<file path="config.mk">
export PLATFORM = sky130hd
export DESIGN_NAME = tdrc_top
export DESIGN_NICKNAME = d
export VERILOG_FILES = /design/src/rtl/tdrc_pkg.sv /design/src/rtl/tdrc_channel.sv /design/src/rtl/tdrc_top.sv
export VERILOG_INCLUDE_DIRS = /design/src /design/src/rtl
export SDC_FILE = /design/constraint.sdc
export NUM_CORES = 1
export LEC_CHECK = 0
export ABC_AREA = 1
export BUFFER_PORTS_ARGS = -buffer_cell sky130_fd_sc_hd__buf_2
export CORE_UTILIZATION = 52
export CTS_CLUSTER_SIZE = 40
export DETAILED_ROUTE_END_ITERATION = 10
export GPL_TIMING_DRIVEN = 0
export PLACE_DENSITY_LB_ADDON = 0.15
export SYNTH_ARGS = -nofsm -noshare
export SYNTH_HDL_FRONTEND = slang
export SYNTH_HIERARCHICAL = 1
export SYNTH_SLANG_ARGS = --single-unit
</file>
<file path="constraint.sdc">
create_clock -name CLK_SYS -period 5.3 [get_ports CLK_SYS]
set_input_delay 1.59 -clock CLK_SYS [delete_from_list [all_inputs] [get_ports CLK_SYS]]
set_output_delay 1.59 -clock CLK_SYS [all_outputs]
set_load 0.02 [all_outputs]
</file>
<file path="src/rtl/tdrc_consts.svh">
/*
 * Register offsets, field positions, reset values and codes of the dual channel timer run control.
 * Assumes inclusion by bare name from the design files; it holds definitions only.
 */
`ifndef TDRC_CONSTS_SVH
`define TDRC_CONSTS_SVH

// ********************************************************
// Register map, offsets within a unit
// ********************************************************
`define TDRC_OFF_RUN 6'h00
`define TDRC_OFF_MODE 6'h04
`define TDRC_OFF_FUNC 6'h08
`define TDRC_OFF_STAT 6'h0c
`define TDRC_OFF_CNT0 6'h30
`define TDRC_OFF_CNT1 6'h34
`define TDRC_GR0_SEL 2'h1
`define TDRC_GR1_SEL 2'h2
`define TDRC_UNIT_BIT 6

// ********************************************************
// Fields and reset values
// ********************************************************
`define TDRC_RUN_RSV 4'hf
`define TDRC_RUN_RESET 2'h0
`define TDRC_STOP_RESET 2'h3
`define TDRC_STOP_LSB 2
`define TDRC_SYNC_BIT 0
`define TDRC_FUNC_MODE_LSB 0
`define TDRC_FUNC_EXT_BIT 2
`define TDRC_FUNC_DIR_LSB 8
`define TDRC_FUNC_PWM_LSB 16
`define TDRC_GR_RESET 16'hffff

// ********************************************************
// Unit modes, pin letters, bus codes
// ********************************************************
`define TDRC_MODE_TIMER 2'h0
`define TDRC_MODE_PWM 2'h1
`define TDRC_MODE_RSYNC 2'h2
`define TDRC_MODE_CPWM 2'h3
`define TDRC_PIN_A 0
`define TDRC_PIN_C 2
`define TDRC_HSIZE_WORD 3'h2

`endif

</file>
<file path="src/rtl/tdrc_pkg.sv">
/*
 * Types shared by the timer run control files.
 * Assumes nothing beyond a SystemVerilog compiler.
 */
package tdrc_pkg;
    // Address phase held over into the data phase
    typedef struct packed {
        logic valid;
        logic write;
        logic unit;
        logic [5:0] off;
    } tdrc_bus_req_t;

    // Per channel pin levels: compare output level and PWM level
    typedef struct packed {
        logic [3:0] lvl;
        logic [3:0] pwm;
    } tdrc_pin_lvl_t;
endpackage

</file>
<file path="src/rtl/tdrc_channel.sv">
/*
 * One timer channel: counter, four general registers, compare and capture per pin.
 * Assumes a common clock and a count tick enable; the owner gives run, writes and pin edges.
 */
`timescale 1ns/100ps
`default_nettype none
`include "tdrc_consts.svh"

module tdrc_channel
    import tdrc_pkg::*;
#(
    parameter int WIDTH = 16,
    parameter int NPIN = 4
) (
    // Clock and reset
    input wire logic clk,
    input wire logic rst_n,
    // Count control
    input wire logic run,
    input wire logic tick,
    input wire logic cnt_we,
    input wire logic [WIDTH-1:0] cnt_wdata,
    // General registers
    input wire logic gr_we,
    input wire logic [1:0] gr_sel,
    input wire logic [WIDTH-1:0] gr_wdata,
    input wire logic [1:0] rd_sel,
    // Pin side
    input wire logic [NPIN-1:0] dir_out,
    input wire logic [NPIN-1:0] pin_rise,
    // Results
    output logic [WIDTH-1:0] cnt,
    output logic [WIDTH-1:0] rd_gr,
    output logic [NPIN-1:0] match,
    output tdrc_pin_lvl_t lvl
);
    logic [WIDTH-1:0] gr [NPIN];
    logic [NPIN-1:0] out_lvl;
    logic [NPIN-1:0] pwm_lvl;

    assign lvl = {out_lvl, pwm_lvl};

    always_ff @(posedge clk) begin
        if (!rst_n) begin
            cnt <= '0;
        end else if (cnt_we) begin
            cnt <= cnt_wdata;
        end else if (run && tick) begin
            cnt <= cnt + 1'b1;
        end
    end

    always_comb begin
        rd_gr = gr[rd_sel];
    end

    for (genvar i = 0; i < NPIN; i++) begin : g_pin
        // Match is taken on the counting edge only
        assign match[i] = run && tick && (cnt == gr[i]);
        assign pwm_lvl[i] = (cnt < gr[i]);

        always_ff @(posedge clk) begin
            if (!rst_n) begin
                gr[i] <= `TDRC_GR_RESET;
            end else if (gr_we && gr_sel == 2'(i)) begin
                gr[i] <= gr_wdata;
            end else if (!dir_out[i] && pin_rise[i]) begin
                gr[i] <= cnt;
            end
        end

        always_ff @(posedge clk) begin
            if (!rst_n) begin
                out_lvl[i] <= 1'b0;
            end else if (dir_out[i] && match[i]) begin
                out_lvl[i] <= ~out_lvl[i];
            end
        end

    end
endmodule
`default_nettype wire

</file>
<file path="src/rtl/tdrc_top.sv">
/*
 * Two timer units of two channels each: run control, pin arrangement, AHB-Lite register slave.
 * Assumes a single 20 MHz clock, synchronous pin and event inputs, and one AHB-Lite master.
 */
// Our own choices: the register addresses and the AHB-Lite slave port.
`timescale 1ns/100ps
`default_nettype none
`include "tdrc_consts.svh"

module tdrc_top
    import tdrc_pkg::*;
#(
    parameter int WIDTH = 16,
    parameter int CLK_DIV = 1
) (
    // Clock and reset
    input wire logic CLK_SYS,
    input wire logic RST_N,
    // AHB-Lite slave
    input wire logic HSEL,
    input wire logic [31:0] HADDR,
    input wire logic [1:0] HTRANS,
    input wire logic HWRITE,
    input wire logic [2:0] HSIZE,
    input wire logic [31:0] HWDATA,
    input wire logic HREADY,
    output logic [31:0] HRDATA,
    output logic HREADYOUT,
    output logic HRESP,
    // Timer pins, eight per unit
    input wire logic [15:0] PIN_IN,
    output logic [15:0] PIN_OUT,
    output logic [15:0] PIN_OE,
    // Unit output disable inputs
    input wire logic [1:0] OUTPUT_DISABLE_IN,
    // Event link, one bit per unit
    input wire logic [1:0] EVENT_A,
    input wire logic [1:0] EVENT_B,
    input wire logic [1:0] EVL_OP_A_CNT,
    input wire logic [1:0] EVL_OP_B_CNT
);
    // ********************************************************
    // Control state
    // ********************************************************
    tdrc_bus_req_t ap;
    logic [3:0] run_bit;
    logic [3:0] stop_bit;
    logic [1:0] sync;
    logic [1:0] umode [2];
    logic [1:0] ext_clk;
    logic [15:0] dir;
    logic [15:0] pwm_en;
    logic [15:0] pin_q;
    logic [7:0] div_cnt;
    logic int_tick;
    logic rd_is_run;

    logic taken;
    logic wr;
    logic rd_pend;
    logic [1:0] wr_run;
    logic [1:0] wr_mode;
    logic [1:0] wr_func;
    logic [3:0] gr_we;
    logic [3:0] cnt_we;
    logic [3:0] ev;
    logic [3:0] run_set;
    logic [3:0] run_clr;
    logic [1:0] tick;
    logic [15:0] pin_rise;
    logic [15:0] next_pin_out;
    logic [15:0] next_pin_oe;
    logic [31:0] next_rdata;
    logic [WIDTH-1:0] cnt_w [4];
    logic [WIDTH-1:0] rd_gr_w [4];
    logic [3:0] match_w [4];
    tdrc_pin_lvl_t lvl_w [4];

    // ********************************************************
    // Bus slave
    // ********************************************************
    assign taken = HSEL && HREADY && HTRANS[1];
    assign wr = ap.valid && ap.write;
    assign rd_pend = ap.valid && !ap.write && !HREADYOUT;

    always_ff @(posedge CLK_SYS) begin
        if (!RST_N) begin
            ap <= '0;
        end else if (HREADY) begin
            ap.valid <= taken && (HSIZE == `TDRC_HSIZE_WORD);
            ap.write <= HWRITE;
            ap.unit <= HADDR[`TDRC_UNIT_BIT];
            ap.off <= HADDR[5:0];
        end
    end

    // Reads take one wait state so that a write just before is seen
    always_ff @(posedge CLK_SYS) begin
        if (!RST_N) begin
            HREADYOUT <= 1'b1;
        end else if (taken && !HWRITE) begin
            HREADYOUT <= 1'b0;
        end else begin
            HREADYOUT <= 1'b1;
        end
    end

    always_ff @(posedge CLK_SYS) begin
        if (!RST_N) begin
            HRESP <= 1'b0;
        end else begin
            HRESP <= 1'b0;
        end
    end

    always_ff @(posedge CLK_SYS) begin
        if (!RST_N) begin
            HRDATA <= '0;
            rd_is_run <= 1'b0;
        end else if (rd_pend) begin
            HRDATA <= next_rdata;
            rd_is_run <= (ap.off == `TDRC_OFF_RUN);
        end
    end

    always_comb begin
        next_rdata = '0;
        case (ap.off)
            `TDRC_OFF_RUN: next_rdata = 32'({`TDRC_RUN_RSV, stop_bit[ap.unit*2 +: 2], run_bit[ap.unit*2 +: 2]});
            `TDRC_OFF_MODE: next_rdata = 32'(sync[ap.unit]);
            `TDRC_OFF_FUNC: next_rdata = 32'({pwm_en[ap.unit*8 +: 8], dir[ap.unit*8 +: 8], 5'h0,
                                              ext_clk[ap.unit], umode[ap.unit]});
            `TDRC_OFF_STAT: next_rdata = 32'({OUTPUT_DISABLE_IN[ap.unit], PIN_IN[ap.unit*8 +: 8]});
            `TDRC_OFF_CNT0: next_rdata = 32'(cnt_w[ap.unit*2]);
            `TDRC_OFF_CNT1: next_rdata = 32'(cnt_w[ap.unit*2+1]);
            default: begin
                if (ap.off[5:4] == `TDRC_GR0_SEL) begin
                    next_rdata = 32'(rd_gr_w[ap.unit*2]);
                end else if (ap.off[5:4] == `TDRC_GR1_SEL) begin
                    next_rdata = 32'(rd_gr_w[ap.unit*2+1]);
                end
            end
        endcase
    end

    // ********************************************************
    // Write decode
    // ********************************************************
    always_comb begin
        for (int u = 0; u < 2; u++) begin
            wr_run[u] = wr && (ap.unit == 1'(u)) && (ap.off == `TDRC_OFF_RUN);
            wr_mode[u] = wr && (ap.unit == 1'(u)) && (ap.off == `TDRC_OFF_MODE);
            wr_func[u] = wr && (ap.unit == 1'(u)) && (ap.off == `TDRC_OFF_FUNC);
        end
        for (int ch = 0; ch < 4; ch++) begin
            gr_we[ch] = wr && (ap.unit == 1'(ch / 2))
                        && (ap.off[5:4] == ((ch % 2 == 0) ? `TDRC_GR0_SEL : `TDRC_GR1_SEL));
            // A counter write presets both counters of a synchronous unit
            cnt_we[ch] = wr && (ap.unit == 1'(ch / 2))
                         && ((ap.off == ((ch % 2 == 0) ? `TDRC_OFF_CNT0 : `TDRC_OFF_CNT1))
                         || (sync[ch / 2] && (ap.off == `TDRC_OFF_CNT0 || ap.off == `TDRC_OFF_CNT1)));
        end
    end

    // ********************************************************
    // Configuration registers
    // ********************************************************
    always_ff @(posedge CLK_SYS) begin
        if (!RST_N) begin
            sync <= '0;
        end else begin
            for (int u = 0; u < 2; u++) begin
                if (wr_mode[u]) begin
                    sync[u] <= HWDATA[`TDRC_SYNC_BIT];
                end
            end
        end
    end

    always_ff @(posedge CLK_SYS) begin
        if (!RST_N) begin
            umode[0] <= `TDRC_MODE_TIMER;
            umode[1] <= `TDRC_MODE_TIMER;
            ext_clk <= '0;
            dir <= '0;
            pwm_en <= '0;
        end else begin
            for (int u = 0; u < 2; u++) begin
                if (wr_func[u]) begin
                    umode[u] <= HWDATA[`TDRC_FUNC_MODE_LSB +: 2];
                    ext_clk[u] <= HWDATA[`TDRC_FUNC_EXT_BIT];
                    dir[u*8 +: 8] <= HWDATA[`TDRC_FUNC_DIR_LSB +: 8];
                    pwm_en[u*8 +: 8] <= HWDATA[`TDRC_FUNC_PWM_LSB +: 8];
                end
            end
        end
    end

    // ********************************************************
    // Count clock sources
    // ********************************************************
    always_ff @(posedge CLK_SYS) begin
        if (!RST_N) begin
            div_cnt <= '0;
            int_tick <= 1'b0;
        end else if (div_cnt == 8'(CLK_DIV - 1)) begin
            div_cnt <= '0;
            int_tick <= 1'b1;
        end else begin
            div_cnt <= div_cnt + 1'b1;
            int_tick <= 1'b0;
        end
    end

    always_ff @(posedge CLK_SYS) begin
        if (!RST_N) begin
            pin_q <= '0;
        end else begin
            pin_q <= PIN_IN;
        end
    end

    assign pin_rise = PIN_IN & ~pin_q;

    for (genvar u = 0; u < 2; u++) begin : g_tick
        // Channel 0 pin A edges count when the external clock is chosen
        assign tick[u] = ext_clk[u] ? pin_rise[u*8 + `TDRC_PIN_A] : int_tick;
    end

    // ********************************************************
    // Channels and run control
    // ********************************************************
    for (genvar ch = 0; ch < 4; ch++) begin : g_ch
        localparam int U = ch / 2;
        localparam int C = ch % 2;

        tdrc_channel #(
            .WIDTH(WIDTH),
            .NPIN(4)
        ) u_channel (
            .clk(CLK_SYS),
            .rst_n(RST_N),
            .run(run_bit[ch]),
            .tick(tick[U]),
            .cnt_we(cnt_we[ch]),
            .cnt_wdata(HWDATA[WIDTH-1:0]),
            .gr_we(gr_we[ch]),
            .gr_sel(ap.off[3:2]),
            .gr_wdata(HWDATA[WIDTH-1:0]),
            .rd_sel(ap.off[3:2]),
            .dir_out(dir[ch*4 +: 4]),
            .pin_rise(pin_rise[ch*4 +: 4]),
            .cnt(cnt_w[ch]),
            .rd_gr(rd_gr_w[ch]),
            .match(match_w[ch]),
            .lvl(lvl_w[ch])
        );

        assign ev[ch] = (C == 0) ? (EVENT_A[U] && EVL_OP_A_CNT[U]) : (EVENT_B[U] && EVL_OP_B_CNT[U]);
        assign run_set[ch] = (wr_run[U] && HWDATA[C]) || ev[ch];
        assign run_clr[ch] = (wr_run[U] && !HWDATA[C] && stop_bit[ch])
                             || (match_w[ch][`TDRC_PIN_A] && !stop_bit[ch]);

        // A setting event wins over a clear in the same cycle
        always_ff @(posedge CLK_SYS) begin
            if (!RST_N) begin
                run_bit[ch] <= 1'(`TDRC_RUN_RESET >> C);
            end else if (run_set[ch]) begin
                run_bit[ch] <= 1'b1;
            end else if (run_clr[ch]) begin
                run_bit[ch] <= 1'b0;
            end
        end

        // Whole-register writes only; software must also write the reserved ones
        always_ff @(posedge CLK_SYS) begin
            if (!RST_N) begin
                stop_bit[ch] <= 1'(`TDRC_STOP_RESET >> C);
            end else if (wr_run[U]) begin
                stop_bit[ch] <= HWDATA[`TDRC_STOP_LSB + C];
            end
        end

    end

    // ********************************************************
    // Pin arrangement
    // ********************************************************
    for (genvar p = 0; p < 16; p++) begin : g_pin
        localparam int U = p / 8;
        localparam int C = (p / 4) % 2;
        localparam int K = p % 4;
        localparam int CH = p / 4;
        logic combined;
        logic special;

        assign combined = (umode[U] == `TDRC_MODE_RSYNC) || (umode[U] == `TDRC_MODE_CPWM);
        assign special = (C == 0 && K == `TDRC_PIN_C) || (C == 1 && K == `TDRC_PIN_A);

        always_comb begin
            next_pin_out[p] = lvl_w[CH].lvl[K];
            next_pin_oe[p] = dir[p];
            if (combined && special) begin
                next_pin_out[p] = lvl_w[CH].pwm[`TDRC_PIN_A];
                next_pin_oe[p] = 1'b1;
            end else if ((combined || umode[U] == `TDRC_MODE_PWM) && pwm_en[p] && K != `TDRC_PIN_A) begin
                next_pin_out[p] = lvl_w[CH].pwm[K];
            end
            if (ext_clk[U] && C == 0 && K == `TDRC_PIN_A) begin
                next_pin_oe[p] = 1'b0;
            end
            if (OUTPUT_DISABLE_IN[U]) begin
                next_pin_oe[p] = 1'b0;
            end
        end
    end

    always_ff @(posedge CLK_SYS) begin
        if (!RST_N) begin
            PIN_OUT <= '0;
            PIN_OE <= '0;
        end else begin
            PIN_OUT <= next_pin_out;
            PIN_OE <= next_pin_oe;
        end
    end
endmodule
`default_nettype wire

</file>
==> impl_summary.log, run 1 <==
INFO  metric cts-root-to-sink-buffers = 3
INFO  metric dr.pass1.iters = 6
INFO  metric floorplan.core_area = 59500 um2
INFO  metric timing_worst_slew_pin_value = 1100 ps
INFO  metric postCtsSetupRepairBufs = 0
INFO  metric grt_max_degree = 32
INFO  metric tritoncts_num_sinks = 476
INFO  metric clock_tree_from_tritoncts = built
INFO  metric yosys_warnings = 6
INFO  metric ioPinCount = 166
INFO  metric arrival = 4610 ps
INFO  metric finClkSkew = 14.2 ps
INFO  metric routed_wl = 121 mm
INFO  metric place_congestion = 1.01
INFO  metric cts_resized = 0
INFO  metric synth.avg_cell_area = 7.37 um2
INFO  metric worstSetupStartpointType = input pin
INFO  metric areaGrowthSynthToFinish = 11.0%
INFO  metric critPathMaxStageDelay = 830 ps
INFO  metric hold_violations = 0
INFO  metric num_antenna_cells = 0
INFO  metric routed-via-count = 30900
INFO  metric timing_max_transition_violations_final = 0
INFO  metric initial_utilization = 0.530
INFO  metric placed_cells_incl_taps = 5179
INFO  metric max_cap_violations = 0
INFO  metric grt_usage = 0.392
INFO  metric vias_per_cell = 5.86
INFO  metric post_layout_nets = 4825
INFO  metric setup_viol = 0
INFO  metric grt_pass1_wl = 177 mm
INFO  metric power-per-cell-area = 261 nW/um2
INFO  metric grt_setup_unrepaired = no
INFO  metric std_cell_rows = 89
INFO  metric clkTransAtPathRegs = 60 ps
INFO  metric seqCellArea = 12100 um2
INFO  metric ir_worst_vdd = 0.241 mV
INFO  metric shortest_clock_period_the_worst_path_allows_after_layout = 4130 ps
INFO  metric multiInputGateArea = 16300 um2
INFO  metric power.static_leakage = 16.4 nW
INFO  metric cts_inserted_buffers = 55
INFO  metric cp_cell_sequence = buf_2 -> inv_1 -> nor2_1 -> nand2_1 -> o21ai_0 -> nand2_1 -> nor2_1 -> nand2_1 -> nor4_1 -> o21ai_1 -> a21oi_1 -> nor2_1
INFO  metric slew-limit-headroom = 0.260
INFO  metric synth_area = 31500 um2
INFO  metric hold_path.class = reg2reg
INFO  metric clk-insertion-delay-late = 630 ps
INFO  metric route.antenna.remaining_nets = 0
INFO  metric numPortBuffers = 122
INFO  metric end_kind = flop
INFO  metric die-area = 61600 um2
INFO  metric post_route_cells_drive_above_1_share = 0.0872
INFO  metric critical_path.max_fanout = 7
INFO  metric result_of_the_run = completed
INFO  metric instances_no_fill = 5282
INFO  metric wl_per_cell = 23.0 um
INFO  metric fillerInstances = 5670
INFO  metric crit_type = in2reg
INFO  metric detailedPlacementHpwl = 91.6 mm
INFO  metric totalNegativeSetupSlack = 0 ps
INFO  metric max_clock_freq = 242 MHz
INFO  metric antenna_found_initial = 3
INFO  metric die_w = 248 um
INFO  metric drt_iter0_markers = 3969
INFO  metric required_time_at_the_worst_slack_endpoint = 5780 ps
INFO  metric layout_worst_path_cycle_share = 0.780
INFO  metric reg2reg_slack = 1200 ps
INFO  metric critPathSlowestCell = sky130_fd_sc_hd__nor4_1
INFO  metric drc = 0
INFO  metric die_height = 248 um
INFO  metric post_cts_hold_buffer_count = 0
INFO  metric grt_pass1_vias = 28100
INFO  metric cts-htree-levels = 2
INFO  metric synthesis.instances = 4276
INFO  metric global_route.overflow_total = 0
INFO  metric clk_root_buffer_cell = sky130_fd_sc_hd__clkbuf_16
-- area by class of cell --
| type | count | area share |
|---|---|---|
| inverter | 645 | 0.0692 |
| buffer | 155 | 0.0210 |
| sequential | 476 | 0.347 |
| clock buffer | 79 | 0.0476 |
| timing repair buffer | 122 | 0.0174 |
| tap | 773 | 0.0276 |
| multi-input combinational | 3008 | 0.465 |
| clock inverter | 24 | 0.00582 |
-- state kept, by name, summed over array words and instances, names as in the netlist, 16 cells and up, named ones only --
signal and count:
PIN_OUT 16, g_ch.u_channel/gr 256, PIN_OE 16, pwm_en 16
HRDATA 24, dir 16, g_ch.u_channel/lvl 16, pin_q 16
g_ch.u_channel/cnt 64
-- routing by layer --
layer | track usage | wire length (um) | up-vias
li1 | - | - | 14600
met5 | 0 | 23 | -
met3 | 0.0696 | 13800 | 283
met4 | 0.181 | 6180 | 4
met2 | 0.585 | 51000 | 1731
met1 | 0.549 | 50300 | 14300
-- power breakdown --
| group | leakage (nW) | switching (mW) | internal, mW |
|---|---|---|---|
| clock network | 0.941 | 1.62 | 2.33 |
| logic | 11.5 | 0.814 | 0.281 |
| registers | 3.93 | 0.0840 | 4.03 |
| total | 16.4 | 2.52 | 6.64 |
-- final timing paths --
check,from,end,depth (start not counted)
hold / removal,g_ch[2].u_channel/lvl[4]$_SDFFE_PN0P_,PIN_OUT[8]$_SDFF_PN0_,2
setup / recovery,PIN_IN[8],run_bit[3]$_SDFFE_PN0P_,12
hold reg to reg,g_ch[2].u_channel/lvl[4]$_SDFFE_PN0P_,PIN_OUT[8]$_SDFF_PN0_,2
setup reg to reg,ap[2]$_SDFFE_PN0P_,g_ch[3].u_channel/cnt[2]$_SDFFE_PN0P_,13
-- critical path: cells and delay by family --
| kind | cells | cell delay, ps |
|---|---|---|
| compound gates | 3 | 700 |
| buf+inv | 2 | 210 |
| simple gates | 7 | 2080 |
-- placed cells by master, fill, tap and decap left out, drive strengths merged, types with 4 or more instances in the layout --
cell type	count
nor4	5
nand4	71
nand3	252
nand2	795
edfxtp	260
ha	262
o22ai	36
buf	182
and2	6
nor2	542
o211ai	18
conb	9
a21oi	602
o21a	11
nand3b	8
clkinv	22
xor2	12
o21ai	312
clkbuf	174
o221ai	4
a31oi	15
a21boi	5
or2	6
nor3	16
nor3b	11
inv	643
dfxtp	216
-- through the flow --
| step | utilization | power (mW) | hold slack, ps | area, um2 | setup WS (ps) |
|---|---|---|---|---|---|
| after floorplan | - | 4.79 | 413 | 31600 | 2380 |
| after global placement | 0.557 | 5.23 | 436 | 33100 | 744 |
| after detailed placement | 0.557 | 5.24 | 431 | 33100 | 788 |
| after CTS | 0.589 | 9.13 | 438 | 35000 | 1400 |
| after global routing | 0.589 | 9.40 | 457 | 35000 | 1090 |
| final | 0.589 | 9.15 | 436 | 35000 | 1170 |
(Power assumes the default switching activity.)
==> run 2, diff against run 1 <==
- ABC_AREA: 1 -> 0
- clock period: 5.3 -> 3.7 ns (I/O delays scaled with it)
==> run 2 against run 1 <==
Compared with the run above:
- combinational power grew 29%
- worst hold slack gained 46 ps
- global-route usage grew 1.5 points
- clock power grew 45%
- routed wire length shrank 2.4%
- flip-flop and latch count is the same
- setup slack lost 1000 ps
- first-iteration DRC count shrank 27%
- final cell count shrank 25%
==> impl_summary.log, run 2 <==
INFO  metric grt_pass1_vias = 24800
INFO  metric place_congestion = 1.02
INFO  metric route.layer.met1.wl = 46.8 mm
INFO  metric max_cap_violations = 0
INFO  metric max_flop_register = g_ch.u_channel/gr
INFO  metric reg2reg_slack = 130 ps
INFO  metric clk-insertion-delay-late = 640 ps
INFO  metric die_w = 241 um
INFO  metric dr.pass1.iters = 8
INFO  metric route.antenna.remaining_nets = 0
INFO  metric drc = 0
INFO  metric largest_register_ff_count = 256
INFO  metric routed_wl = 118 mm
INFO  metric initial_utilization = 0.526
INFO  metric post_cts_hold_buffer_count = 0
INFO  metric post-layout-total-power = 13.1 mW
INFO  metric clock_tree_from_tritoncts = built
INFO  metric tritoncts_num_sinks = 476
INFO  metric seqCellArea = 12100 um2
INFO  metric wl_per_cell = 30.0 um
INFO  metric postLayoutCoreUtil = 0.589
INFO  metric slew-limit-headroom = 0.196
INFO  metric vias_per_cell = 6.59
INFO  metric cts-root-to-sink-buffers = 3
INFO  metric cts_inserted_buffers = 54
INFO  metric max_clock_freq = 280 MHz
INFO  metric dpl_cell_area = 31300 um2
INFO  metric antenna_found_initial = 3
INFO  metric post-route-cell-area = 33100 um2
INFO  metric layout.cells.most_common_list = sky130_fd_sc_hd__inv_1, sky130_fd_sc_hd__ha_1, sky130_fd_sc_hd__edfxtp_1, sky130_fd_sc_hd__nand2_1, sky130_fd_sc_hd__dfxtp_1
INFO  metric drt_iter0_markers = 2886
INFO  metric power-per-cell-area = 394 nW/um2
INFO  metric ioPinCount = 166
INFO  metric required_time_at_the_worst_slack_endpoint = 4200 ps
INFO  metric critical_path.max_fanout = 33
INFO  metric met2WireLength = 51.9 mm
INFO  metric grt_pass1_wl = 168 mm
INFO  metric totalNegativeSetupSlack = 0 ps
INFO  metric synthesis.instances = 2964
INFO  metric post_route_cells_drive_above_1_share = 0.123
INFO  metric worstHoldStart = g_ch[2].u_channel/lvl[4]$_SDFFE_PN0P_
INFO  metric holdPathStages = 2
INFO  metric grt_max_degree = 34
INFO  metric std_cell_rows = 87
INFO  metric routed-via-count = 26100
INFO  metric worst_r2r_path_depth = 7
INFO  metric crit_type = reg2reg
INFO  metric timing_worst_slew_pin_value = 1210 ps
INFO  metric cts-htree-levels = 2
INFO  metric finClkSkew = 35.1 ps
INFO  metric areaGrowthSynthToFinish = 12.0%
INFO  metric biggestRegsByFlops = g_ch.u_channel/gr (256), g_ch.u_channel/cnt (64), HRDATA (24)
INFO  metric numPortBuffers = 122
INFO  metric grt_setup_unrepaired = no
INFO  metric shortest_clock_period_the_worst_path_allows_after_layout = 3570 ps
INFO  metric synth_area = 29600 um2
INFO  metric result_of_the_run = completed
INFO  metric hold-path-endpoint = g_ch[2].u_channel/lvl[4]$_SDFFE_PN0P_
INFO  metric arrival = 4070 ps
INFO  metric ir_worst_vdd = 0.411 mV
INFO  metric top_signal_layer_used = met4
INFO  metric post_layout_nets = 3515
INFO  metric worstSetupStartpointType = flop
INFO  metric hold_path.class = reg2reg
INFO  metric grt_usage = 0.407
INFO  metric clkTransAtPathRegs = 60 ps
INFO  metric crit-reg2reg-launch = ap[2]$_SDFFE_PN0P_
INFO  metric layout.cells.most_common = sky130_fd_sc_hd__inv_1
INFO  metric postCtsSetupRepairBufs = 0
INFO  metric clk_root_buffer_cell = sky130_fd_sc_hd__clkbuf_16
INFO  metric rr_endpoint = HRDATA[14]$_SDFFE_PN0P_
INFO  metric global_route.overflow_total = 0
INFO  metric setup_viol = 0
INFO  metric power.static_leakage = 14.1 nW
INFO  metric layout_worst_path_cycle_share = 0.965
INFO  metric yosys_warnings = 6
INFO  metric die-area = 57800 um2
INFO  metric detailedPlacementHpwl = 86.6 mm
INFO  metric synth.avg_cell_area = 9.98 um2
INFO  metric multiInputGateArea = 15700 um2
INFO  metric timing_max_transition_violations_final = 0
INFO  metric die_height = 241 um
INFO  metric hold_violations = 0
INFO  metric end_kind = flop
INFO  metric routed-wl-met3 = 12.0 mm
INFO  metric fillerInstances = 4884
INFO  metric floorplan.core_area = 56300 um2
==> run 2: cell types whose count changed in the layout (fill, tap and decap cells not counted), sizes merged, moves of 131 or more <==
cell and delta:
inv -355, o21ai -219, a21oi -417, o22a +192, mux2i +131, nor2 -409, nand2 -541
==> run 2: stage by stage <==
| stage | std cells | worst slack [ps] | hold slack [ps] |
|---|---|---|---|
| 2_1_floorplan | 2972 | 935 | 442 |
| 3_3_place_gp | 3850 | -711 | 456 |
| 3_5_place_dp | 3855 | -493 | 459 |
| 4_1_cts | 3955 | 43.2 | 480 |
| 5_1_grt | 3953 | 40.9 | 493 |
| 6_report | 3954 | 131 | 482 |
==> run 2: final cells by class <==
class	count	area share
Timing Repair Buffer	127	0.0207
Inverter	281	0.0318
Tap cell	756	0.0285
Sequential cell	476	0.366
Antenna cell	1	0.0000755
Clock inverter	23	0.00789
Multi-Input combinational cell	2037	0.472
Clock buffer	77	0.0484
Buffer	176	0.0239
==> run 2: report_power, final <==
part / switching, mW / internal, mW
clock: 2.35 / 3.37
combinational: 0.946 / 0.464
sequential: 0.137 / 5.79
total: 3.43 / 9.62
==> run 2: how the worst max path moves through the flow <==
stage | slack, ps | endpoint | start | depth (start not counted)
after floorplan | 930 | g_ch[0].u_channel/lvl[6]$_SDFFE_PN0P_ | PIN_IN[0] | 6
after global placement | -710 | HRDATA[7]$_SDFFE_PN0P_ | ap[3]$_SDFFE_PN0P_ | 7
after detailed placement | -490 | g_ch[1].u_channel/gr[3][6]$_DFFE_PP_ | RST_N | 4
after CTS | 40 | g_ch[1].u_channel/gr[1][9]$_DFFE_PP_ | ap[4]$_SDFFE_PN0P_ | 11
after global routing | 40 | HRDATA[7]$_SDFFE_PN0P_ | ap[2]$_SDFFE_PN0P_ | 7
final | 130 | HRDATA[14]$_SDFFE_PN0P_ | ap[2]$_SDFFE_PN0P_ | 7
==> run 2: worst max-delay path: stages, from the launching register on <==
cell and delay, ps:
sky130_fd_sc_hd__dfxtp_2 890, sky130_fd_sc_hd__buf_2 420, sky130_fd_sc_hd__buf_1 640, sky130_fd_sc_hd__mux4_2 660
sky130_fd_sc_hd__mux2i_1 370, sky130_fd_sc_hd__o221ai_1 200, sky130_fd_sc_hd__o311ai_0 180, sky130_fd_sc_hd__nand2_1 80
==> run 2: what timing repair did <==
action / in CTS / in global routing
gates resized for setup: 1 / 7
endpoints found under the setup margin: 6 / 76
endpoints found under the hold margin: 0 / 0
==> run 2: layer usage <==
metal,GRT usage,up-vias
met4,0.240,0
met5,0,-
met1,0.538,12700
li1,-,11400
met3,0.0726,326
met2,0.624,1589
